--- src/plc_defs.svh ---
// Purpose : constants for the configuration loader and sideband logic
// Assumes : 10 MHz system clock
// Notes   : timing counts derive from times in nanoseconds
`ifndef PLC_DEFS_SVH
`define PLC_DEFS_SVH

// ----------------------------------------------------------------
// configuration image layout
// ----------------------------------------------------------------
`define PLC_ADDR_BEGIN     8'h00
`define PLC_ADDR_LINK      8'h01
`define PLC_ADDR_PIXEL     8'h02
`define PLC_ADDR_RECOV     8'h03
`define PLC_ADDR_PLL       8'h04
`define PLC_ADDR_FINISH    8'h05
`define PLC_BEGIN_MARKER   8'hBD
`define PLC_FINISH_MARKER  8'h99
`define PLC_CFG_DEFAULT    32'h9001BCB0
`define PLC_IMG_BITS       48

// ----------------------------------------------------------------
// serial read command: start bit, read opcode, address zero
// ----------------------------------------------------------------
`define PLC_CMD_WORD       10'h300
`define PLC_CMD_BITS       6'h0A
`define PLC_LAST_PERIOD    6'h3A

// ----------------------------------------------------------------
// timing
// ----------------------------------------------------------------
`define PLC_CLK_NS         100
`define PLC_START_NS       650
`define PLC_CFG_HALF_NS    800
`define PLC_WAIT_NS        50000000
`define PLC_START_CYC      ((`PLC_START_NS + `PLC_CLK_NS - 1) / `PLC_CLK_NS)
`define PLC_CFG_HALF_CYC   (`PLC_CFG_HALF_NS / `PLC_CLK_NS)
`define PLC_WAIT_CYC       (`PLC_WAIT_NS / `PLC_CLK_NS)
`define PLC_UP_FRAME       4'hF

`endif

--- src/plc_pkg.sv ---
// Purpose : types for the configuration loader
// Assumes : field layout of configuration bytes one to four
// Notes   : cfg struct packs bytes four down to one, msb first
package plc_pkg;

   // ----------------------------------------------------------------
   // configuration bytes one to four
   // ----------------------------------------------------------------
   typedef struct packed {
      logic [2:0] rsv4_hi;
      logic [3:0] rsv4_lo;
      logic       pll_rst_dis;
      logic [2:0] err_sel;
      logic       rsv3;
      logic [3:0] recovery;
      logic [1:0] up_line_sel;
      logic       rise_edge;
      logic       rsv2;
      logic [1:0] ctrl_mode;
      logic [1:0] pix_width;
      logic       wait_en;
      logic       full_rate;
      logic       rsv1;
      logic       up_embedded_n;
      logic       up_dedicated_n;
      logic [2:0] preemph_dly;
   } plc_cfg_s;

   // ----------------------------------------------------------------
   // one captured pixel
   // ----------------------------------------------------------------
   typedef struct packed {
      logic [23:0] word;
      logic [2:0]  sync;
   } plc_pix_s;

   typedef enum logic [2:0] {
      ST_START = 3'b000,
      ST_XFER  = 3'b001,
      ST_CHECK = 3'b010,
      ST_WAIT  = 3'b011,
      ST_RUN   = 3'b100
   } plc_state_e;

endpackage

--- src/plc_loader.sv ---
// Purpose : configuration loader with pixel capture and sideband paths
// Assumes : serial memory answers a read command with all six bytes
// Notes   : config data, pixel, downstream sideband and pll lock pins pass two flip-flops before use
//
// Behaviour
// - after reset, read configuration from serial memory before normal operation
// - failed load ignores received bytes and applies every default value
// - byte zero must be 10111101 for the image to count as valid
// - byte five must be 10011001 for the image to count as valid
// - byte one bits 2:0 set pre-emphasis delay, default 000
// - byte one bits 3 and 4 enable dedicated and embedded upstream when 0; upstream runs here only when exactly one of them is 0
// - byte one bit 6 selects half rate (0) or full rate (1)
// - byte one bit 7 set waits 50 ms after configuration
// - byte two bits 1:0 pick pixel width 10, 12, 18 or 24 bits
// - byte two bits 3:2 send control never, on even pixels or always
// - byte two bit 5 samples pixels on rising (1) or falling (0) edge
// - full rate: bits 7:6 give 62.5, 41.67 or 31.25 MHz upstream clock
// - half rate: bits 7:6 of 00 give 62.5, 10 give 31.25 MHz
// - half rate: bits 7:6 of 11 give 20.83 MHz
// - byte three bits 3:0 set upstream data recovery, default 0001
// - byte three bits 7:5 select what the error pin reports
// - error code 000 reports sync loss, 001 sync restart, rest reserved
// - byte four bit 0 clear lets lost pll lock reset the device
// - upstream sideband data changes in step with its own clock output
// - upstream sideband rate stays below the limit of the line clock
// - half rate: sample downstream sideband pins at the slow rate
// - full rate: sample downstream sideband pins at twice that rate
// - error output is active high; reset clears the device
`timescale 1ns/1ps
`include "plc_defs.svh"

module plc_loader
   import plc_pkg::*;
#(
   parameter int WAIT_CYC = `PLC_WAIT_CYC
) (
   input  wire logic        sys_clk_i,
   input  wire logic        nrst_i,
   output logic             cfg_clk_o,
   input  wire logic        cfg_data_i,
   output logic             cfg_data_o,
   output logic             cfg_data_oe_n_o,
   output plc_cfg_s         cfg_o,
   output logic             cfg_ok_o,
   output logic             run_o,
   input  wire logic        pixel_clock_in_i,
   input  wire logic [23:0] pixel_word_in_i,
   input  wire logic [2:0]  pixel_sync_in_i,
   output logic             pix_in_ready_o,
   output plc_pix_s         pix_o,
   output logic             pix_valid_o,
   input  wire logic        pix_ready_i,
   input  wire logic [1:0]  down_side_in_i,
   output logic [1:0]       down_pkt_o,
   output logic             down_pkt_stb_o,
   input  wire logic [1:0]  up_rx_data_i,
   output logic [1:0]       up_side_out_o,
   output logic             up_side_clock_o,
   input  wire logic        up_sync_lost_i,
   input  wire logic        up_sync_restarted_i,
   output logic             up_err_o,
   input  wire logic        pll_lock_i,
   output logic             pll_rst_o
);

   // ----------------------------------------------------------------
   // helpers
   // ----------------------------------------------------------------
   // half period of the upstream sideband clock in system cycles
   function automatic logic [2:0] up_half(input logic full, input logic [1:0] sel);
      logic [2:0] h;
      h = 3'h4;
      case (sel)
         2'b00:   h = 3'h2;
         2'b01:   h = full ? 3'h3 : 3'h4;
         2'b10:   h = 3'h4;
         default: h = 3'h6;
      endcase
      return h;
   endfunction

   // mask pixel word to the configured width
   function automatic logic [23:0] width_mask(input logic [1:0] w);
      logic [23:0] m;
      m = 24'hFFFFFF;
      case (w)
         2'b00:   m = 24'h0003FF;
         2'b01:   m = 24'h000FFF;
         2'b10:   m = 24'h03FFFF;
         default: m = 24'hFFFFFF;
      endcase
      return m;
   endfunction

   // command bit sent in bit period b, msb first, zero after the command
   function automatic logic cmd_bit_at(input logic [5:0] b);
      logic [9:0] w;
      w = `PLC_CMD_WORD;
      return (b < `PLC_CMD_BITS) ? w[4'd9 - b[3:0]] : 1'b0;
   endfunction

   // ----------------------------------------------------------------
   // input synchronisers
   // ----------------------------------------------------------------
   // cfg data, pixel clock, pixel word, pixel sync, downstream sideband pins, pll lock
   localparam int PIN_W = 32;

   logic [PIN_W-1:0] meta_q;
   logic [PIN_W-1:0] sync_q;

   always_ff @(posedge sys_clk_i) begin
      if (!nrst_i) begin
         meta_q <= '0;
         sync_q <= '0;
      end else begin
         meta_q <= {cfg_data_i, pixel_clock_in_i, pixel_word_in_i,
                    pixel_sync_in_i, down_side_in_i, pll_lock_i};
         sync_q <= meta_q;
      end
   end

   wire        cfg_din_s  = sync_q[31];
   wire        pclk_s     = sync_q[30];
   wire [23:0] pword_s    = sync_q[29:6];
   wire [2:0]  psync_s    = sync_q[5:3];
   wire [1:0]  down_s     = sync_q[2:1];
   wire        pll_lock_s = sync_q[0];

   // ----------------------------------------------------------------
   // configuration sequencer
   // ----------------------------------------------------------------
   plc_state_e state_q;
   plc_state_e state_d;
   logic [31:0] cyc_q;
   logic [3:0]  ph_q;
   logic [5:0]  bit_q;
   logic [47:0] shift_q;
   plc_cfg_s    cfg_q;
   logic        ok_q;
   logic        pll_prev_q;

   wire ph_end      = (ph_q == 4'(2 * `PLC_CFG_HALF_CYC - 1));
   wire sample_pt   = (ph_q == 4'(`PLC_CFG_HALF_CYC - 1));
   wire in_cmd      = (bit_q < `PLC_CMD_BITS);
   wire in_data     = (bit_q > `PLC_CMD_BITS);
   wire xfer_done   = (state_q == ST_XFER) && ph_end && (bit_q == `PLC_LAST_PERIOD);
   wire begin_ok    = (shift_q[47:40] == `PLC_BEGIN_MARKER);
   wire finish_ok   = (shift_q[7:0] == `PLC_FINISH_MARKER);
   wire img_ok      = begin_ok && finish_ok;

   // image bytes one to four rearranged into field order, byte four on top
   plc_cfg_s img_cfg;
   assign img_cfg = {shift_q[15:8], shift_q[23:16],
                     shift_q[31:24], shift_q[39:32]};

   wire start_done  = (cyc_q == 32'(`PLC_START_CYC - 1));
   wire wait_done   = (cyc_q >= 32'(WAIT_CYC - 1));
   wire pll_lost    = pll_prev_q && !pll_lock_s;
   wire pll_restart = (state_q == ST_RUN) && pll_lost && !cfg_q.pll_rst_dis;
   wire cmd_bit     = cmd_bit_at(bit_q);

   always_comb begin
      state_d = state_q;
      case (state_q)
         ST_START: if (start_done) state_d = ST_XFER;
         ST_XFER:  if (xfer_done) state_d = ST_CHECK;
         ST_CHECK: begin
            if (img_ok ? img_cfg.wait_en : 1'b1) begin
               state_d = ST_WAIT;
            end else begin
               state_d = ST_RUN;
            end
         end
         ST_WAIT:  if (wait_done) state_d = ST_RUN;
         ST_RUN:   if (pll_restart) state_d = ST_START;
         default:  state_d = ST_START;
      endcase
   end

   always_ff @(posedge sys_clk_i) begin
      if (!nrst_i) begin
         state_q <= ST_START;
         cyc_q   <= '0;
         ph_q    <= '0;
         bit_q   <= '0;
      end else begin
         state_q <= state_d;
         cyc_q   <= (state_d != state_q) ? 32'h0 : cyc_q + 32'h1;
         ph_q    <= (state_q == ST_XFER && !ph_end) ? ph_q + 4'h1 : 4'h0;
         if (state_q != ST_XFER) begin
            bit_q <= '0;
         end else if (ph_end) begin
            bit_q <= bit_q + 6'h1;
         end
      end
   end

   // serial pins and image capture
   always_ff @(posedge sys_clk_i) begin
      if (!nrst_i) begin
         cfg_clk_o       <= 1'b0;
         cfg_data_o      <= 1'b0;
         cfg_data_oe_n_o <= 1'b1;
         shift_q         <= '0;
         cfg_q           <= `PLC_CFG_DEFAULT;
         ok_q            <= 1'b0;
      end else begin
         cfg_clk_o       <= (state_q == ST_XFER) && (ph_q >= 4'(`PLC_CFG_HALF_CYC - 1))
                            && !ph_end;
         cfg_data_o      <= (state_q == ST_XFER) && in_cmd && cmd_bit;
         cfg_data_oe_n_o <= !((state_q == ST_XFER) && in_cmd);
         if (state_q == ST_XFER && sample_pt && in_data) begin
            shift_q <= {shift_q[46:0], cfg_din_s};
         end
         if (state_q == ST_START) begin
            ok_q <= 1'b0;
         end else if (state_q == ST_CHECK) begin
            ok_q  <= img_ok;
            cfg_q <= img_ok ? img_cfg : plc_cfg_s'(`PLC_CFG_DEFAULT);
         end
      end
   end

   // ----------------------------------------------------------------
   // applied configuration and status outputs
   // ----------------------------------------------------------------
   wire running = (state_q == ST_RUN);
   // upstream runs only with exactly one of its two paths enabled
   wire up_on   = cfg_q.up_dedicated_n ^ cfg_q.up_embedded_n;

   always_ff @(posedge sys_clk_i) begin
      if (!nrst_i) begin
         cfg_o      <= `PLC_CFG_DEFAULT;
         cfg_ok_o   <= 1'b0;
         run_o      <= 1'b0;
         pll_prev_q <= 1'b0;
         pll_rst_o  <= 1'b0;
         up_err_o   <= 1'b0;
      end else begin
         cfg_o      <= cfg_q;
         cfg_ok_o   <= ok_q;
         run_o      <= running;
         pll_prev_q <= pll_lock_s;
         pll_rst_o  <= pll_restart;
         case (cfg_q.err_sel)
            3'b000:  up_err_o <= running && up_on && up_sync_lost_i;
            3'b001:  up_err_o <= running && up_on && up_sync_restarted_i;
            default: up_err_o <= 1'b0;
         endcase
      end
   end

   // ----------------------------------------------------------------
   // pixel capture and two-entry buffer
   // ----------------------------------------------------------------
   logic     pclk_prev_q;
   logic     even_q;
   logic [1:0] cnt_q;
   plc_pix_s   e1_q;

   wire pclk_rise = pclk_s && !pclk_prev_q;
   wire pclk_fall = !pclk_s && pclk_prev_q;
   wire pix_edge  = running && (cfg_q.rise_edge ? pclk_rise : pclk_fall);
   wire send_ctrl = (cfg_q.ctrl_mode == 2'b11) ||
                    (cfg_q.ctrl_mode == 2'b10 && !even_q);
   wire push      = pix_edge && (cnt_q != 2'd2);
   wire pop       = pix_valid_o && pix_ready_i;
   wire [1:0] cnt_d = cnt_q + {1'b0, push} - {1'b0, pop};

   wire [23:0] new_word = pword_s & width_mask(cfg_q.pix_width);
   wire [2:0]  new_sync = send_ctrl ? psync_s : 3'b000;
   plc_pix_s   new_pix;
   assign new_pix = {new_word, new_sync};

   always_ff @(posedge sys_clk_i) begin
      if (!nrst_i) begin
         pclk_prev_q    <= 1'b0;
         even_q         <= 1'b0;
         cnt_q          <= 2'd0;
         pix_o          <= '0;
         e1_q           <= '0;
         pix_valid_o    <= 1'b0;
         pix_in_ready_o <= 1'b0;
      end else begin
         pclk_prev_q    <= pclk_s;
         cnt_q          <= cnt_d;
         pix_valid_o    <= (cnt_d != 2'd0);
         pix_in_ready_o <= (cnt_d != 2'd2);
         if (!running) begin
            even_q <= 1'b0;
         end else if (push) begin
            even_q <= !even_q;
         end
         if (pop) begin
            if (cnt_q == 2'd2) begin
               pix_o <= e1_q;
               if (push) e1_q <= new_pix;
            end else if (push) begin
               pix_o <= new_pix;
            end
         end else if (push) begin
            if (cnt_q == 2'd0) begin
               pix_o <= new_pix;
            end else begin
               e1_q <= new_pix;
            end
         end
      end
   end

   // ----------------------------------------------------------------
   // downstream sideband sampling
   // ----------------------------------------------------------------
   logic div2_q;

   wire down_take = running && (cfg_q.full_rate || div2_q);

   always_ff @(posedge sys_clk_i) begin
      if (!nrst_i) begin
         div2_q         <= 1'b0;
         down_pkt_o     <= 2'b00;
         down_pkt_stb_o <= 1'b0;
      end else begin
         div2_q         <= !div2_q;
         down_pkt_stb_o <= down_take;
         if (down_take) begin
            down_pkt_o <= down_s;
         end
      end
   end

   // ----------------------------------------------------------------
   // upstream sideband clock and data
   // ----------------------------------------------------------------
   logic [2:0] up_cnt_q;
   logic [3:0] up_frame_q;

   wire [2:0] up_h   = up_half(cfg_q.full_rate, cfg_q.up_line_sel);
   wire       up_tgl = (up_cnt_q == up_h - 3'h1);
   wire       up_gap = (up_frame_q == `PLC_UP_FRAME);

   always_ff @(posedge sys_clk_i) begin
      if (!nrst_i) begin
         up_cnt_q        <= 3'h0;
         up_frame_q      <= 4'h0;
         up_side_clock_o <= 1'b0;
         up_side_out_o   <= 2'b00;
      end else if (!running || !up_on) begin
         up_cnt_q        <= 3'h0;
         up_frame_q      <= 4'h0;
         up_side_clock_o <= 1'b0;
         up_side_out_o   <= 2'b00;
      end else begin
         up_cnt_q <= up_tgl ? 3'h0 : up_cnt_q + 3'h1;
         if (up_tgl) begin
            if (up_side_clock_o) begin
               up_side_clock_o <= 1'b0;
               up_frame_q      <= up_frame_q + 4'h1;
               up_side_out_o   <= up_rx_data_i;
            end else begin
               up_side_clock_o <= !up_gap;
               if (up_gap) up_frame_q <= 4'h0;
            end
         end
      end
   end

endmodule

--- config.mk ---
export PLATFORM = sky130hd
export DESIGN_NAME = plc_loader
export DESIGN_NICKNAME = d
export VERILOG_FILES = /design/src/plc_pkg.sv /design/src/plc_loader.sv
export VERILOG_INCLUDE_DIRS = /design/src /design/src/src
export SDC_FILE = /design/constraint.sdc
export NUM_CORES = 1
export LEC_CHECK = 0
export ABC_CLOCK_PERIOD_IN_PS = 6700
export BUFFER_PORTS_ARGS = -buffer_cell sky130_fd_sc_hd__clkbuf_2
export CORE_ASPECT_RATIO = 0.8
export CORE_MARGIN = 3
export CORE_UTILIZATION = 54
export CTS_CLUSTER_DIAMETER = 60
export DETAILED_ROUTE_END_ITERATION = 10
export HOLD_SLACK_MARGIN = 0.1
export PLACE_DENSITY = 0.74
export SLEW_MARGIN = 30
export SYNTH_ARGS = -nofsm -noshare
export SYNTH_HDL_FRONTEND = slang
export SYNTH_SLANG_ARGS = --single-unit
--- constraint.sdc ---
create_clock -name sys_clk_i -period 6.7 [get_ports sys_clk_i]
set_clock_uncertainty 0.05 [all_clocks]
set_input_delay 0.335 -clock sys_clk_i [delete_from_list [all_inputs] [get_ports sys_clk_i]]
set_output_delay 0.335 -clock sys_clk_i [all_outputs]
set_load 0.1 [all_outputs]
# Word level (Yosys, flattened, before mapping)
# Memory sizes are Yosys's and may differ from the RTL's.
# Cells that the tools add are included.
# classes
n_addsub	9
order_cmp	5
eq_ne	27
mux	28
bitwise_logic	4
n_reduce_logical	59
# ops
operator	n
two-way mux 27 bit	9
one-hot mux 24 bit (3 select lines)	1
adder 32 x 1 -> 32 bit, second input constant	1
== test 32 x 3 -> 1 bit, second input constant	1
>= comparator 32 x 19 -> 1 bit, second input constant	1
two-way mux 32 bit	1
bitwise AND 24 bit	1
logical AND 1 bit	23
two-way mux 3 bit	7
== test 8 bit, second input constant	2
one-hot mux 3 bit (5 select lines)	1
zero test 1 bit	11
== test 2 bit, second input constant	5
AND reduction 2 bit	5
nonzero test 2 bit	5
one-hot mux 3 bit (3 select lines)	1
adder 4 x 1 -> 4 bit, second input constant	2
== test 4 bit, second input constant	2
two-way mux 4 bit	2
!= test 2 bit, second input constant	4
OR reduction 2 bit	4
adder 6 x 1 -> 6 bit, second input constant	1
== test 3 x 1 -> 1 bit, second input constant	2
== test 3 x 2 -> 1 bit, second input constant	2
27 further kinds	38
# word_totals
reg_bits	304
mem_bits_ro	16
in_bits	39
out_inout_bits	74
wordCells	199
mem_count	1
# mem_list
name	depth	width	read_ports	rd_clocked_by_memory_dff	write_ports	line	rtl
(no name shown)	16	1	1	0	0	plc_loader.sv:99	return (b < `PLC_CMD_BITS) ? w[4'd9 - b[3:0]] : 1'b0;

# Longest topological paths before layout
# Gate-level depths: netlist (run 1).
# logic_depth
depth_word	8
depth_mapped	11
mapped_depth_nobuf	9

# Least setup slack after synthesis (run 1)
# OpenSTA, ideal clock, no wires.
# synth_path
path_type	reg-to-reg
start	register pix_valid_o
end	register pix_valid_o
setup_time_ns	0.123
t_arrival_ns	2.351
required_ns	6.527
setup_slack_ns	4.176
path_stages_with_launch	8
n_path_buf	0
period_less_slack_ns	2.524
cell_sequence	dfxtp_1 -> nand2_1 -> ha_1 -> ha_1 -> xnor2_1 -> xnor2_1 -> nor2_1 -> or2_2
# synth_between
elab_chain_cells	3
# synth_rtl
item	line	rtl
from (decl)	plc_loader.sv:51	output logic pix_valid_o,
from (signal assigned)	plc_loader.sv:287	pix_valid_o <= (cnt_d != 2'd0);
logical AND 1 bit	plc_loader.sv:267	wire pop = pix_valid_o && pix_ready_i;
subtractor 2 x 1 -> 2 bit	plc_loader.sv:268	wire [1:0] cnt_d = cnt_q + {1'b0, push} - {1'b0, pop};
nonzero test 2 bit	plc_loader.sv:287	
# Every way passes these cells.
# A chain may end at the register's enable or synchronous reset.

# Worst setup path in the final report (run 1)
# layout_path
start	register state_q[1]
end	register pix_valid_o
# layout_between
elab_chain_cells	6
# layout_rtl
item	line	rtl
from (decl)	plc_loader.sv:132	plc_state_e state_q;
from (signal assigned)	plc_loader.sv:187	state_q <= state_d;
== test 3 bit	plc_loader.sv:227	wire running = (state_q == ST_RUN);
logical AND 1 bit	plc_loader.sv:263	wire pix_edge = running && (cfg_q.rise_edge ? pclk_rise : pclk_fall);
logical AND 1 bit	plc_loader.sv:266	wire push = pix_edge && (cnt_q != 2'd2);
adder 2 x 1 -> 2 bit	plc_loader.sv:268	
subtractor 2 x 1 -> 2 bit	plc_loader.sv:268	
nonzero test 2 bit	plc_loader.sv:287	
# Every way passes these cells.

==> tab_implementation.tex, run 1 <==
\begin{tabular}{lr}
\hline
Metric & Value \\
\hline
\multicolumn{2}{l}{\textbf{Status}} \\
Status & complete, no violations \\
\multicolumn{2}{l}{\textbf{Route}} \\
First-pass iteration count of the detailed router & 4 \\
Detail-routed via count per cell & roughly 5.3 \\
Drc violations & 0 \\
Average wire per cell in the routed design & approximately 15 um \\
Antenna-violating nets left & 0 \\
DR iter-0 viols & 574 \\
Vias after detailed routing & 8291 \\
WL final & approximately 24 mm \\
\multicolumn{2}{l}{\textbf{Timing}} \\
Setup total negative slack & 0 ns \\
Unrepaired setup endpoints after global routing & no \\
Time the final worst path needs with I/O delays and setup & roughly 2.7 ns \\
Setup violations, final & 0 \\
Crit share post-route & 40.4\% \\
Slew Viols, Final & 0 \\
Worst-Margin Slew & 0.877 ns \\
Maximum clock rate & roughly 370 MHz \\
Relative slew slack & 41.5\% \\
Number of hold violations in the final report & 0 \\
\multicolumn{2}{l}{\textbf{Layout}} \\
Fraction of final layout cells with drive strength greater than 1 & approximately 17\% \\
Layout area overhead & 18.0\% \\
Final core utilization & 65.4\% \\
Layout Nets & roughly 1300 \\
\multicolumn{2}{l}{\textbf{Clock network}} \\
Post-CTS Repair Setup Buffers & 0 \\
Number of buffers added by the clock tree synthesis step & 29 \\
TritonCTS clock tree & yes \\
Number of buffers added to fix hold violations after cts & 36 \\
Clock input transition at the sequential cells of the worst setup and hold paths & roughly 0.060 ns \\
H-tree level count & 1 \\
Clk Tree Root Cell & sky130\_fd\_sc\_hd\_\_clkbuf\_16 \\
Maximum clock path buffer count & 3 \\
Total clock sinks & 304 \\
Cells resized by post-CTS repair & 0 \\
Skew-Pair Late Insertion Delay & 0.54 ns \\
\multicolumn{2}{l}{\textbf{Placed design}} \\
Dpl hpwl & around 15 mm \\
\# port buffers & 112 \\
GPL Wtd Cong & 0.774 \\
\multicolumn{2}{l}{\textbf{Synth}} \\
Yosys synthesis warning count & 0 \\
Synthesized netlist net count & 1222 \\
Distinct cells, synth & 63 \\
Sequential element share of the synthesized area & 54.8\% \\
Number of synthesized register bits & 304 \\
List of most frequent post-synthesis cells & sky130\_fd\_sc\_hd\_\_dfxtp\_1 (304), sky130\_fd\_sc\_hd\_\_nand2\_1 (165), sky130\_fd\_sc\_hd\_\_nor2\_1 (106) \\
Top-count cell post-synth & sky130\_fd\_sc\_hd\_\_dfxtp\_1 \\
Mean instance size in the synthesized netlist & 9.47 um\^{}2 \\
Yosys top cell by area & sky130\_fd\_sc\_hd\_\_dfxtp\_1 \\
Share of flip-flops with an asynchronous set or reset & 0\% \\
Cells after Synth & 1172 \\
EDFF count, synth & 0 \\
Share of the synthesized area in the top cell type & 54.8\% \\
Leading post-synthesis cells by cell area & sky130\_fd\_sc\_hd\_\_dfxtp\_1 (55\%), sky130\_fd\_sc\_hd\_\_nand2\_1 (5.6\%), sky130\_fd\_sc\_hd\_\_and2\_1 (5.3\%) \\
Mapped Area & between 10000 and 15000 um\^{}2 \\
Most instantiated flip-flop cell in the synthesis netlist & sky130\_fd\_sc\_hd\_\_dfxtp\_1 \\
\multicolumn{2}{l}{\textbf{Power and ir drop}} \\
Total Power & 3720 uW \\
Maximum VDD drop & about 0.21 mV \\
Pleak & 0.00507 uW \\
Pwr per Cell Area & $\sim$280 nW/um\^{}2 \\
\multicolumn{2}{l}{\textbf{Floorplan}} \\
Count of boundary I/O pins & 113 \\
Die width & about 170 um \\
Starting utilization of the core area & 55.4\% \\
Vertical die dimension & 134 um \\
Site Rows & 46 \\
Total core area & 20000 um\^{}2 \\
Die area & 22300 um\^{}2 \\
\multicolumn{2}{l}{\textbf{Worst setup path}} \\
CP endpoint kind & register \\
Highest-delay cell along the critical path & sky130\_fd\_sc\_hd\_\_or3b\_1 \\
Slack of the worst reg-to-reg path & 4.00 ns \\
Arrival time worst endpoint & 3.08 ns \\
Category of the critical setup timing path & reg2reg \\
Slowest stage delay, CP & between 0.5 and 0.6 ns \\
Depth of the most critical reg-to-reg path & 9 \\
Startpoint type of the worst setup path & register \\
R2r endpoint & pix\_valid\_o \\
CP Max Fanout & 10 \\
Critical path data required time & 7.07 ns \\
CP Launch Point & state\_q[1] \\
Critical-path cell list & or3b\_1 > a21oi\_1 > o21ai\_0 > ha\_1 > ha\_1 > xnor2\_1 > xnor2\_1 > nor2\_1 > or2\_2 \\
R2R Path Start & state\_q[1] \\
\multicolumn{2}{l}{\textbf{Worst hold path}} \\
Instance count along the most critical hold path & 2 \\
HP Class & in2reg \\
Hold-critical path endpoint & cfg\_q[7] \\
Hold Path Origin & nrst\_i \\
\multicolumn{2}{l}{\textbf{Global routing}} \\
Antenna violations before repair & 0 \\
Number of global-route vias before repair & 7723 \\
First-pass GRT wire length & 39.2 mm \\
Total overflow reported by the global router & 0 \\
Largest net degree at the start of global routing & between 60 and 70 \\
Global-route usage over all layers & 20.9\% \\
\multicolumn{2}{l}{\textbf{Flow run}} \\
Max-cap violation count & 0 \\
\hline
\end{tabular}
[flip-flops by register name (all words and copies together), names as in the netlist, 6 cells and up]
| register | flops |
|---|---|
| e1_q | 27 |
| cfg_o | 32 |
| bit_q | 6 |
| pix_o | 27 |
| sync_q | 32 |
| cfg_q | 32 |
| shift_q | 48 |
| meta_q | 32 |
| cyc_q | 32 |
[routing by layer]
metal  vias to the layer above  GRT usage, %  routed length, um  part of all wire, %
li1                       4192             -                  -                    -
met1                      3873          31.1              12000                   50
met2                       193          32.4              10600                   44
met3                        33          3.01               1140                  4.7
met4                         0          4.86                405                  1.7
met5                         -             0                  0                    0
[worst max-delay path: cells and delay by family, from the launching register on]
family | cells | cell delay (ns)
flops | 1 | 0.41
xor+xnor | 2 | 0.32
fa+ha+maj | 2 | 0.55
simple gates | 3 | 0.90
compound gates | 2 | 0.35
[layout by cell type (no fill, tap or decap), types with 21 or more instances in the layout]
| master | n |
|---|---|
| sky130_fd_sc_hd__dfxtp_1 | 304 |
| sky130_fd_sc_hd__nand2_1 | 165 |
| sky130_fd_sc_hd__clkbuf_2 | 111 |
| sky130_fd_sc_hd__nor2_1 | 106 |
| sky130_fd_sc_hd__a21oi_1 | 99 |
| sky130_fd_sc_hd__and2_1 | 94 |
| sky130_fd_sc_hd__dlygate4sd3_1 | 36 |
| sky130_fd_sc_hd__xnor2_1 | 32 |
| sky130_fd_sc_hd__nor3_2 | 31 |
| sky130_fd_sc_hd__clkbuf_16 | 29 |
| sky130_fd_sc_hd__o21ai_0 | 23 |
| sky130_fd_sc_hd__nor3_1 | 21 |
| sky130_fd_sc_hd__a211oi_1 | 21 |
| sky130_fd_sc_hd__nand3_1 | 21 |
| sky130_fd_sc_hd__a22o_1 | 21 |
[cells by family (layout without fill, tap and decap cells)]
| logic type | count (synthesis) | in the layout | share of synthesized area (%) |
|---|---|---|---|
| xor+xnor | 45 | 45 | 3.55 |
| fa+ha+maj | 11 | 11 | 1.24 |
| simple gates | 515 | 515 | 24.4 |
| other cells | 0 | 1 | 0 |
| compound gates | 198 | 198 | 11.3 |
| flops | 304 | 304 | 54.8 |
| buf+inv | 88 | 228 | 3.78 |
| mux | 11 | 11 | 0.992 |
[worst max-delay path by stage]
stage | endpoint | cells past startpoint
floorplan | pix_valid_o | 7
global placement | cfg_q[19] | 6
detailed placement | cfg_q[20] | 6
CTS | cyc_q[2] | 5
global route | e1_q[18] | 8
finish | pix_valid_o | 9
[power breakdown]
part	leakage [uW]	switching (uW)	internal [uW]	total, uW
clock network	0.000495	697	1010	1710
logic	0.00211	104	55.2	159
registers	0.00246	15.5	1840	1850
total	0.00507	816	2900	3720
[area by class of cell]
cell class                 instances  area [um^2]
multi-input combinational        780         4620
clock buffer                      32          757
sequential                       304         6090
tap                              264          330
timing repair buffer             156          981
antenna                            1         2.50
fill                            1545         6930
clock inverter                    21          255
inverter                          19         71.3
[metrics by stage]
stage	hold WS, ns	cells	cell area (um^2)	worst slack [ns]
3_3_place_gp	0.351	1487	11700	3.76
5_1_grt	0.358	1576	13100	3.76
6_report	0.311	1577	13100	4.00
2_1_floorplan	0.344	1172	11100	4.18
3_5_place_dp	0.359	1487	11700	3.75
4_1_cts	0.305	1576	13100	3.77
(Power assumes the default switching activity.)
==> run 2, diff against run 1 <==
--- a/config.mk
+++ b/config.mk
@@ -6,7 +6,7 @@
 export SDC_FILE = /design/constraint.sdc
 export NUM_CORES = 1
 export LEC_CHECK = 0
-export ABC_CLOCK_PERIOD_IN_PS = 6700
+export ABC_CLOCK_PERIOD_IN_PS = 2850
 export BUFFER_PORTS_ARGS = -buffer_cell sky130_fd_sc_hd__clkbuf_2
 export CORE_ASPECT_RATIO = 0.8
 export CORE_MARGIN = 3
==> constraint.sdc (replaced) <==
create_clock -name sys_clk_i -period 2.85 [get_ports sys_clk_i]
set_clock_uncertainty 0.05 [all_clocks]
set_input_delay 0.1425 -clock sys_clk_i [delete_from_list [all_inputs] [get_ports sys_clk_i]]
set_output_delay 0.1425 -clock sys_clk_i [all_outputs]
set_load 0.1 [all_outputs]
==> run 2 against run 1 <==
Compared with the run above:
- critical path depth did not move
- total power rose by 130%
- final cell count is 0.44% higher
- core utilization up 0.29 points
- global-route usage down 0.32 points
- sequential share of layout area down 0.20 points
- setup slack got worse by 3.7 ns
- flip-flop and latch count did not move
==> tab_implementation.tex, run 2 (synthesized netlist as in run 1, its figures left out) <==
\begin{tabular}{lr}
\hline
Metric & Value \\
\hline
\multicolumn{2}{l}{\textbf{Layout}} \\
Antenna diode count & 0 \\
Layout Nets & 1348 \\
Most common library cell in the layout ignoring fill and taps & sky130\_fd\_sc\_hd\_\_dfxtp\_1 \\
Leading cell types in the layout, fill and taps excluded & sky130\_fd\_sc\_hd\_\_dfxtp\_1 (304), sky130\_fd\_sc\_hd\_\_nand2\_1 (165), sky130\_fd\_sc\_hd\_\_clkbuf\_2 (111) \\
Fraction of final layout cells with drive strength greater than 1 & about 17\% \\
Area of the multi-input gates & 4610 um\^{}2 \\
Register containing the most flip-flops in the final layout & shift\_q \\
Area occupied by registers & 6090 um\^{}2 \\
Number of flip-flops under the largest register name & 48 \\
Layout area overhead & 18.5\% \\
Fill cell count & between 1500 and 2000 \\
\multicolumn{2}{l}{\textbf{Timing}} \\
Setup total negative slack & 0 ns \\
Worst-Margin Slew & 0.791 ns \\
Crit share post-route & around nine tenths \\
Unrepaired setup endpoints after global routing & no \\
Time the final worst path needs with I/O delays and setup & 2.59 ns \\
Setup violations, final & 0 \\
Maximum clock rate & roughly 390 MHz \\
Relative slew slack & 47.1\% \\
Slew Viols, Final & 0 \\
Number of hold violations in the final report & 0 \\
Final worst slack & roughly 0.26 ns \\
Smallest hold slack & about 0.20 ns \\
\multicolumn{2}{l}{\textbf{Global routing}} \\
Total overflow reported by the global router & 0 \\
Global-route usage over all layers & 20.6\% \\
Number of global-route vias before repair & 7715 \\
Antenna violations before repair & 0 \\
First-pass GRT wire length & 39.2 mm \\
Largest net degree at the start of global routing & 119 \\
\multicolumn{2}{l}{\textbf{Placed design}} \\
Placement-stage worst setup slack & 0.279 ns \\
Dpl hpwl & 14.6 mm \\
\# port buffers & 112 \\
GPL Wtd Cong & about 0.84 \\
\multicolumn{2}{l}{\textbf{Clock network}} \\
Cells resized by post-CTS repair & 0 \\
Clock input transition at the sequential cells of the worst setup and hold paths & 0.07 ns \\
Number of buffers added by the clock tree synthesis step & 29 \\
TritonCTS clock tree & yes \\
Clk Tree Root Cell & sky130\_fd\_sc\_hd\_\_clkbuf\_16 \\
H-tree level count & 1 \\
Total clock sinks & 304 \\
Skew-Pair Late Insertion Delay & 0.53 ns \\
Maximum clock path buffer count & 3 \\
\multicolumn{2}{l}{\textbf{Worst hold path}} \\
Hold Path Origin & pix\_ready\_i \\
Hold-critical path endpoint & pix\_o[18] \\
Instance count along the most critical hold path & 5 \\
HP Class & in2reg \\
\multicolumn{2}{l}{\textbf{Power and ir drop}} \\
Pleak & a little over 0.005 uW \\
Maximum VDD drop & 0.439 mV \\
Total Power & 8650 uW \\
Pwr per Cell Area & approximately 660 nW/um\^{}2 \\
\multicolumn{2}{l}{\textbf{Floorplan}} \\
Vertical die dimension & 134 um \\
Count of boundary I/O pins & around 110 \\
Die area & 22300 um\^{}2 \\
Site Rows & 46 \\
Starting utilization of the core area & a little under three fifths \\
Total core area & 20000 um\^{}2 \\
Die width & 166 um \\
\multicolumn{2}{l}{\textbf{Worst setup path}} \\
Critical path data required time & 3.22 ns \\
R2R Path Start & state\_q[1] \\
R2r endpoint & pix\_valid\_o \\
Category of the critical setup timing path & reg2reg \\
Slack of the worst reg-to-reg path & roughly 0.26 ns \\
Depth of the most critical reg-to-reg path & 9 \\
Startpoint type of the worst setup path & register \\
CP endpoint kind & register \\
CP Max Fanout & 10 \\
Arrival time worst endpoint & a little under 3 ns \\
\multicolumn{2}{l}{\textbf{Route}} \\
DR iter-0 viols & 620 \\
Vias after detailed routing & 8321 \\
Antenna-violating nets left & 0 \\
Detail-routed via count per cell & roughly 5.3 \\
First-pass iteration count of the detailed router & 5 \\
Drc violations & 0 \\
Average wire per cell in the routed design & approximately 15 um \\
WL final & about 23 mm \\
\multicolumn{2}{l}{\textbf{Flow run}} \\
Max-cap violation count & 0 \\
\multicolumn{2}{l}{\textbf{Status}} \\
Status & complete, no violations \\
\hline
\end{tabular}
## run 2: worst max-delay path by stage
stage           startpoint  depth (start not counted)  slack [ns]           to
2_1_floorplan  pix_valid_o                          7        0.33  pix_valid_o
3_3_place_gp    state_q[1]                          9        0.35  pix_valid_o
3_5_place_dp    state_q[1]                          9        0.28  pix_valid_o
4_1_cts         state_q[1]                          9        0.26  pix_valid_o
5_1_grt         state_q[1]                          9        0.09  pix_valid_o
6_report        state_q[1]                          9        0.26  pix_valid_o
## run 2: critical path, cell delays in order, from the launching register on
cell	delay, ns
sky130_fd_sc_hd__dfxtp_1	0.39
sky130_fd_sc_hd__or3b_1	0.49
sky130_fd_sc_hd__a21oi_1	0.16
sky130_fd_sc_hd__o21ai_0	0.19
sky130_fd_sc_hd__ha_1	0.35
sky130_fd_sc_hd__ha_1	0.19
sky130_fd_sc_hd__xnor2_1	0.16
sky130_fd_sc_hd__xnor2_1	0.16
sky130_fd_sc_hd__nor2_1	0.06
sky130_fd_sc_hd__or2_2	0.27
## run 2: area by class of cell
| class | instances | area share (%) |
|---|---|---|
| sequential | 304 | 46.3 |
| multi-input combinational | 780 | 35.0 |
| timing repair buffer | 164 | 8.12 |
| clock buffer | 43 | 6.45 |
| tap | 264 | 2.51 |
| clock inverter | 10 | 1.09 |
| inverter | 19 | 0.542 |
## run 2: stage by stage
| step | instances | instance area [um^2] | utilization [%] |
|---|---|---|---|
| floorplan | 1172 | 11100 | - |
| global placement | 1494 | 11800 | 58.9 |
| detailed placement | 1494 | 11800 | 58.9 |
| CTS | 1584 | 13200 | 65.7 |
| global route | 1584 | 13200 | 65.7 |
| finish | 1584 | 13200 | 65.7 |
## run 2: per-layer routing
metal  share of wire, %  track usage [%]  vias to the layer above  wire (um)
li1                   -                -                     4208          -
met4                1.4             4.12                        0        317
met3                4.6             3.09                       31       1070
met2                 43             30.9                      191      10100
met5                  0                0                        -          0
met1                 51             31.6                     3891      11900
## run 2: power breakdown
group / leakage, uW / internal, uW / switching, uW
sequential: 0.00246 / 4320 / 37.8
clock: 0.000490 / 2340 / 1580
combinational: 0.00215 / 134 / 239
## run 2: timing repair
item,4_1_cts,5_1_grt
hold buffers,37,0
endpoints found under the hold margin,44,0
setup buffers,0,0
==> run 3, diff against run 2 <==
--- a/config.mk
+++ b/config.mk
@@ -6,12 +6,13 @@
 export SDC_FILE = /design/constraint.sdc
 export NUM_CORES = 1
 export LEC_CHECK = 0
+export ABC_AREA = 1
 export ABC_CLOCK_PERIOD_IN_PS = 2850
 export BUFFER_PORTS_ARGS = -buffer_cell sky130_fd_sc_hd__clkbuf_2
 export CORE_ASPECT_RATIO = 0.8
 export CORE_MARGIN = 3
 export CORE_UTILIZATION = 54
-export CTS_CLUSTER_DIAMETER = 60
+export CTS_CLUSTER_DIAMETER = 30
 export DETAILED_ROUTE_END_ITERATION = 10
 export HOLD_SLACK_MARGIN = 0.1
 export PLACE_DENSITY = 0.74
==> run 3 against run 2 <==
Compared with the run above:
- synthesized cell count up 17%
- flip-flop and latch count unchanged
- register-to-register slack better by 0.07 ns
- critical path type unchanged
- largest cell class unchanged
- combinational power up 21%
- clock-buffer cell count up 5
- total power up 20%
- sequential power about the same
- maximum frequency up 2.7%
- clock power up 42%
==> tab_implementation.tex, run 3 <==
\begin{tabular}{lr}
\hline
Metric & Value \\
\hline
\multicolumn{2}{l}{\textbf{Status}} \\
Status & complete, no violations \\
\multicolumn{2}{l}{\textbf{Synth}} \\
Distinct cells, synth & 43 \\
Yosys synthesis warning count & 0 \\
Sequential element share of the synthesized area & 54.4\% \\
Proportion of synthesized area in mux cells & 0\% \\
Share of flip-flops with an asynchronous set or reset & 0\% \\
Share of the synthesized area in compound gates (AO/OA/AOI/OAI) & a little under an eighth \\
Main combinational cell family by area after synthesis & simple AND/OR/NAND/NOR gates \\
Most instantiated flip-flop cell in the synthesis netlist & sky130\_fd\_sc\_hd\_\_dfxtp\_1 \\
Yosys top cell by area & sky130\_fd\_sc\_hd\_\_dfxtp\_1 \\
Cells after Synth & 1377 \\
List of most frequent post-synthesis cells & sky130\_fd\_sc\_hd\_\_dfxtp\_1 (304), sky130\_fd\_sc\_hd\_\_nand2\_1 (244), sky130\_fd\_sc\_hd\_\_inv\_1 (195) \\
Synthesized netlist net count & approximately 1400 \\
Post-Synth Adder-Cell Area & 1.23\% \\
Top-count cell post-synth & sky130\_fd\_sc\_hd\_\_dfxtp\_1 \\
Share of the synthesized area in the top cell type & 54.4\% \\
Number of synthesized register bits & approximately 300 \\
Leading post-synthesis cells by cell area & sky130\_fd\_sc\_hd\_\_dfxtp\_1 (54\%), sky130\_fd\_sc\_hd\_\_nand2\_1 (8.2\%), sky130\_fd\_sc\_hd\_\_inv\_1 (6.5\%) \\
Synthesized-area fraction occupied by and/or/nand/nor cells & 20.4\% \\
Mean instance size in the synthesized netlist & $\sim$8.1 um\^{}2 \\
EDFF count, synth & 0 \\
Mapped Area & 11200 um\^{}2 \\
Parity-gate share of the synthesized area counting xor and xnor cells & 3.05\% \\
\multicolumn{2}{l}{\textbf{Clock network}} \\
Clock input transition at the sequential cells of the worst setup and hold paths & 0.06 ns \\
Total clock sinks & 304 \\
TritonCTS clock tree & yes \\
Number of buffers added by the clock tree synthesis step & 43 \\
Skew-Pair Late Insertion Delay & 0.52 ns \\
Clk Tree Root Cell & sky130\_fd\_sc\_hd\_\_clkbuf\_16 \\
Maximum clock path buffer count & 3 \\
H-tree level count & 2 \\
Cells resized by post-CTS repair & 0 \\
\multicolumn{2}{l}{\textbf{Power and ir drop}} \\
Maximum VDD drop & 0.479 mV \\
Internal power of the cells & 8060 uW \\
Share of power burned in the clock network & 53.6\% \\
Switching Share & $\sim$22\% \\
Pleak & 0.00639 uW \\
Pwr per Cell Area & roughly 750 nW/um\^{}2 \\
Net switching component of the power & 2310 uW \\
Power share of the sequential group & 42.1\% \\
Logic gate share of total power & 4.4\% \\
\multicolumn{2}{l}{\textbf{Placed design}} \\
Placement-stage worst setup slack & 0.364 ns \\
Dpl hpwl & 15.1 mm \\
Cell count after placement & 1704 \\
Dpl cell area & 12000 um\^{}2 \\
GPL Wtd Cong & 0.850 \\
\# port buffers & 112 \\
\multicolumn{2}{l}{\textbf{Layout}} \\
Layout area overhead & 24.1\% \\
Fraction of final layout cells with drive strength greater than 1 & between 15 and 20\% \\
Layout Nets & 1572 \\
Leading cell types in the layout, fill and taps excluded & sky130\_fd\_sc\_hd\_\_dfxtp\_1 (304), sky130\_fd\_sc\_hd\_\_nand2\_1 (244), sky130\_fd\_sc\_hd\_\_inv\_1 (195) \\
Antenna diode count & 0 \\
Layout Cell Area excl Fill & 13900 um\^{}2 \\
Final core utilization & 69.1\% \\
Most common library cell in the layout ignoring fill and taps & sky130\_fd\_sc\_hd\_\_dfxtp\_1 \\
Number of flip-flops under the largest register name & 48 \\
Final non-filler cell total & between 1500 and 2000 \\
Register containing the most flip-flops in the final layout & shift\_q \\
\multicolumn{2}{l}{\textbf{Timing}} \\
Relative slew slack & 42.9\% \\
Worst-Margin Slew & 0.856 ns \\
Maximum clock rate & 397 MHz \\
Setup violations, final & 0 \\
Unrepaired setup endpoints after global routing & no \\
Crit share post-route & 88.3\% \\
Final worst slack & around 0.33 ns \\
Number of hold violations in the final report & 0 \\
Time the final worst path needs with I/O delays and setup & 2.52 ns \\
Slew Viols, Final & 0 \\
Setup total negative slack & 0 ns \\
\multicolumn{2}{l}{\textbf{Worst setup path}} \\
Critical path data required time & 3.21 ns \\
CP Max Fanout & 8 \\
Startpoint type of the worst setup path & register \\
Arrival time worst endpoint & 2.87 ns \\
CP endpoint kind & register \\
Category of the critical setup timing path & reg2reg \\
\multicolumn{2}{l}{\textbf{Worst hold path}} \\
HP Class & in2reg \\
\multicolumn{2}{l}{\textbf{Route}} \\
Vias after detailed routing & slightly above 9000 \\
WL final & 24.3 mm \\
Drc violations & 0 \\
DR iter-0 viols & 672 \\
Detail-routed via count per cell & approximately 5 \\
Average wire per cell in the routed design & 13.4 um \\
First-pass iteration count of the detailed router & 5 \\
Antenna-violating nets left & 0 \\
\multicolumn{2}{l}{\textbf{Floorplan}} \\
Count of boundary I/O pins & roughly 110 \\
Die area & 22500 um\^{}2 \\
Site Rows & 46 \\
Die width & approximately 170 um \\
Vertical die dimension & $\sim$130 um \\
Starting utilization of the core area & 55.7\% \\
Total core area & 20100 um\^{}2 \\
\multicolumn{2}{l}{\textbf{Global routing}} \\
Number of global-route vias before repair & 8502 \\
Largest net degree at the start of global routing & 204 \\
Antenna violations before repair & 0 \\
Total overflow reported by the global router & 0 \\
First-pass GRT wire length & 40.3 mm \\
Global-route usage over all layers & 21.2\% \\
\multicolumn{2}{l}{\textbf{Flow run}} \\
Max-cap violation count & 0 \\
\hline
\end{tabular}
-- run 3: logic make-up (layout without fill, tap and decap cells) --
group,after synthesis,count (layout)
and+or+nand+nor,520,520
adders and majority gates,11,11
xor gates and xnor gates,39,39
AOI/OAI and AO/OA,236,236
DFF,304,304
buffers and inverters,267,445
-- run 3: timing repair --
action / in CTS / in global routing
setup buffers: 0 / 0
endpoints found under the hold margin: 42 / 0
hold buffers: 37 / 0
-- run 3: layout make-up --
class / count / area (um^2)
Inverter: 203 / 762
Timing Repair Buffer: 164 / 1090
Multi-Input combinational cell: 806 / 4080
Fill cell: 1585 / 6200
Tap cell: 264 / 330
Clock inverter: 30 / 418
Sequential cell: 304 / 6090
Clock buffer: 48 / 1120
-- run 3: metrics by stage --
step	total power [uW]	hold WS, ns
3_5_place_dp	4860	0.277
4_1_cts	10400	0.166
6_report	10400	0.210
5_1_grt	10700	0.241
2_1_floorplan	4740	0.190
3_3_place_gp	4850	0.275
-- run 3: critical path, cell delays in order, from the launching register on --
cell and delay [ns]:
sky130_fd_sc_hd__dfxtp_1 0.42, sky130_fd_sc_hd__nand3_2 0.13, sky130_fd_sc_hd__o21ai_0 0.20, sky130_fd_sc_hd__a21oi_1 0.09, sky130_fd_sc_hd__ha_1 0.30, sky130_fd_sc_hd__xnor2_1 0.14, sky130_fd_sc_hd__a21oi_1 0.18, sky130_fd_sc_hd__o211ai_2 0.14
sky130_fd_sc_hd__nor2_1 0.39, sky130_fd_sc_hd__nor2_1 0.18, sky130_fd_sc_hd__inv_1 0.11, sky130_fd_sc_hd__a21oi_1 0.06
-- run 3: worst paths after layout --
kind,to,slack (ns),depth (start not counted),from
hold / removal,pix_o[13],0.21,6,pix_ready_i
setup / recovery,up_frame_q[0],0.33,11,cfg_q[6]
setup reg to reg,up_frame_q[0],0.33,11,cfg_q[6]
hold reg to reg,sync_q[28],0.36,2,meta_q[28]
-- run 3: per-layer routing --
layer	track usage, %	vias up	routed length [um]
li1	-	4677	-
met1	29.0	4112	11500
met2	33.8	248	10800
met3	4.39	53	1410
met4	7.01	0	592
met5	0	-	0
-- run 3: power groups by stage --
stage	sequential (uW)	combinational (uW)	clock, uW
after floorplan	4540	201	0
after global placement	4450	405	0
after detailed placement	4450	408	0
after CTS	4360	449	5630
after global routing	4360	493	5840
final	4360	452	5550
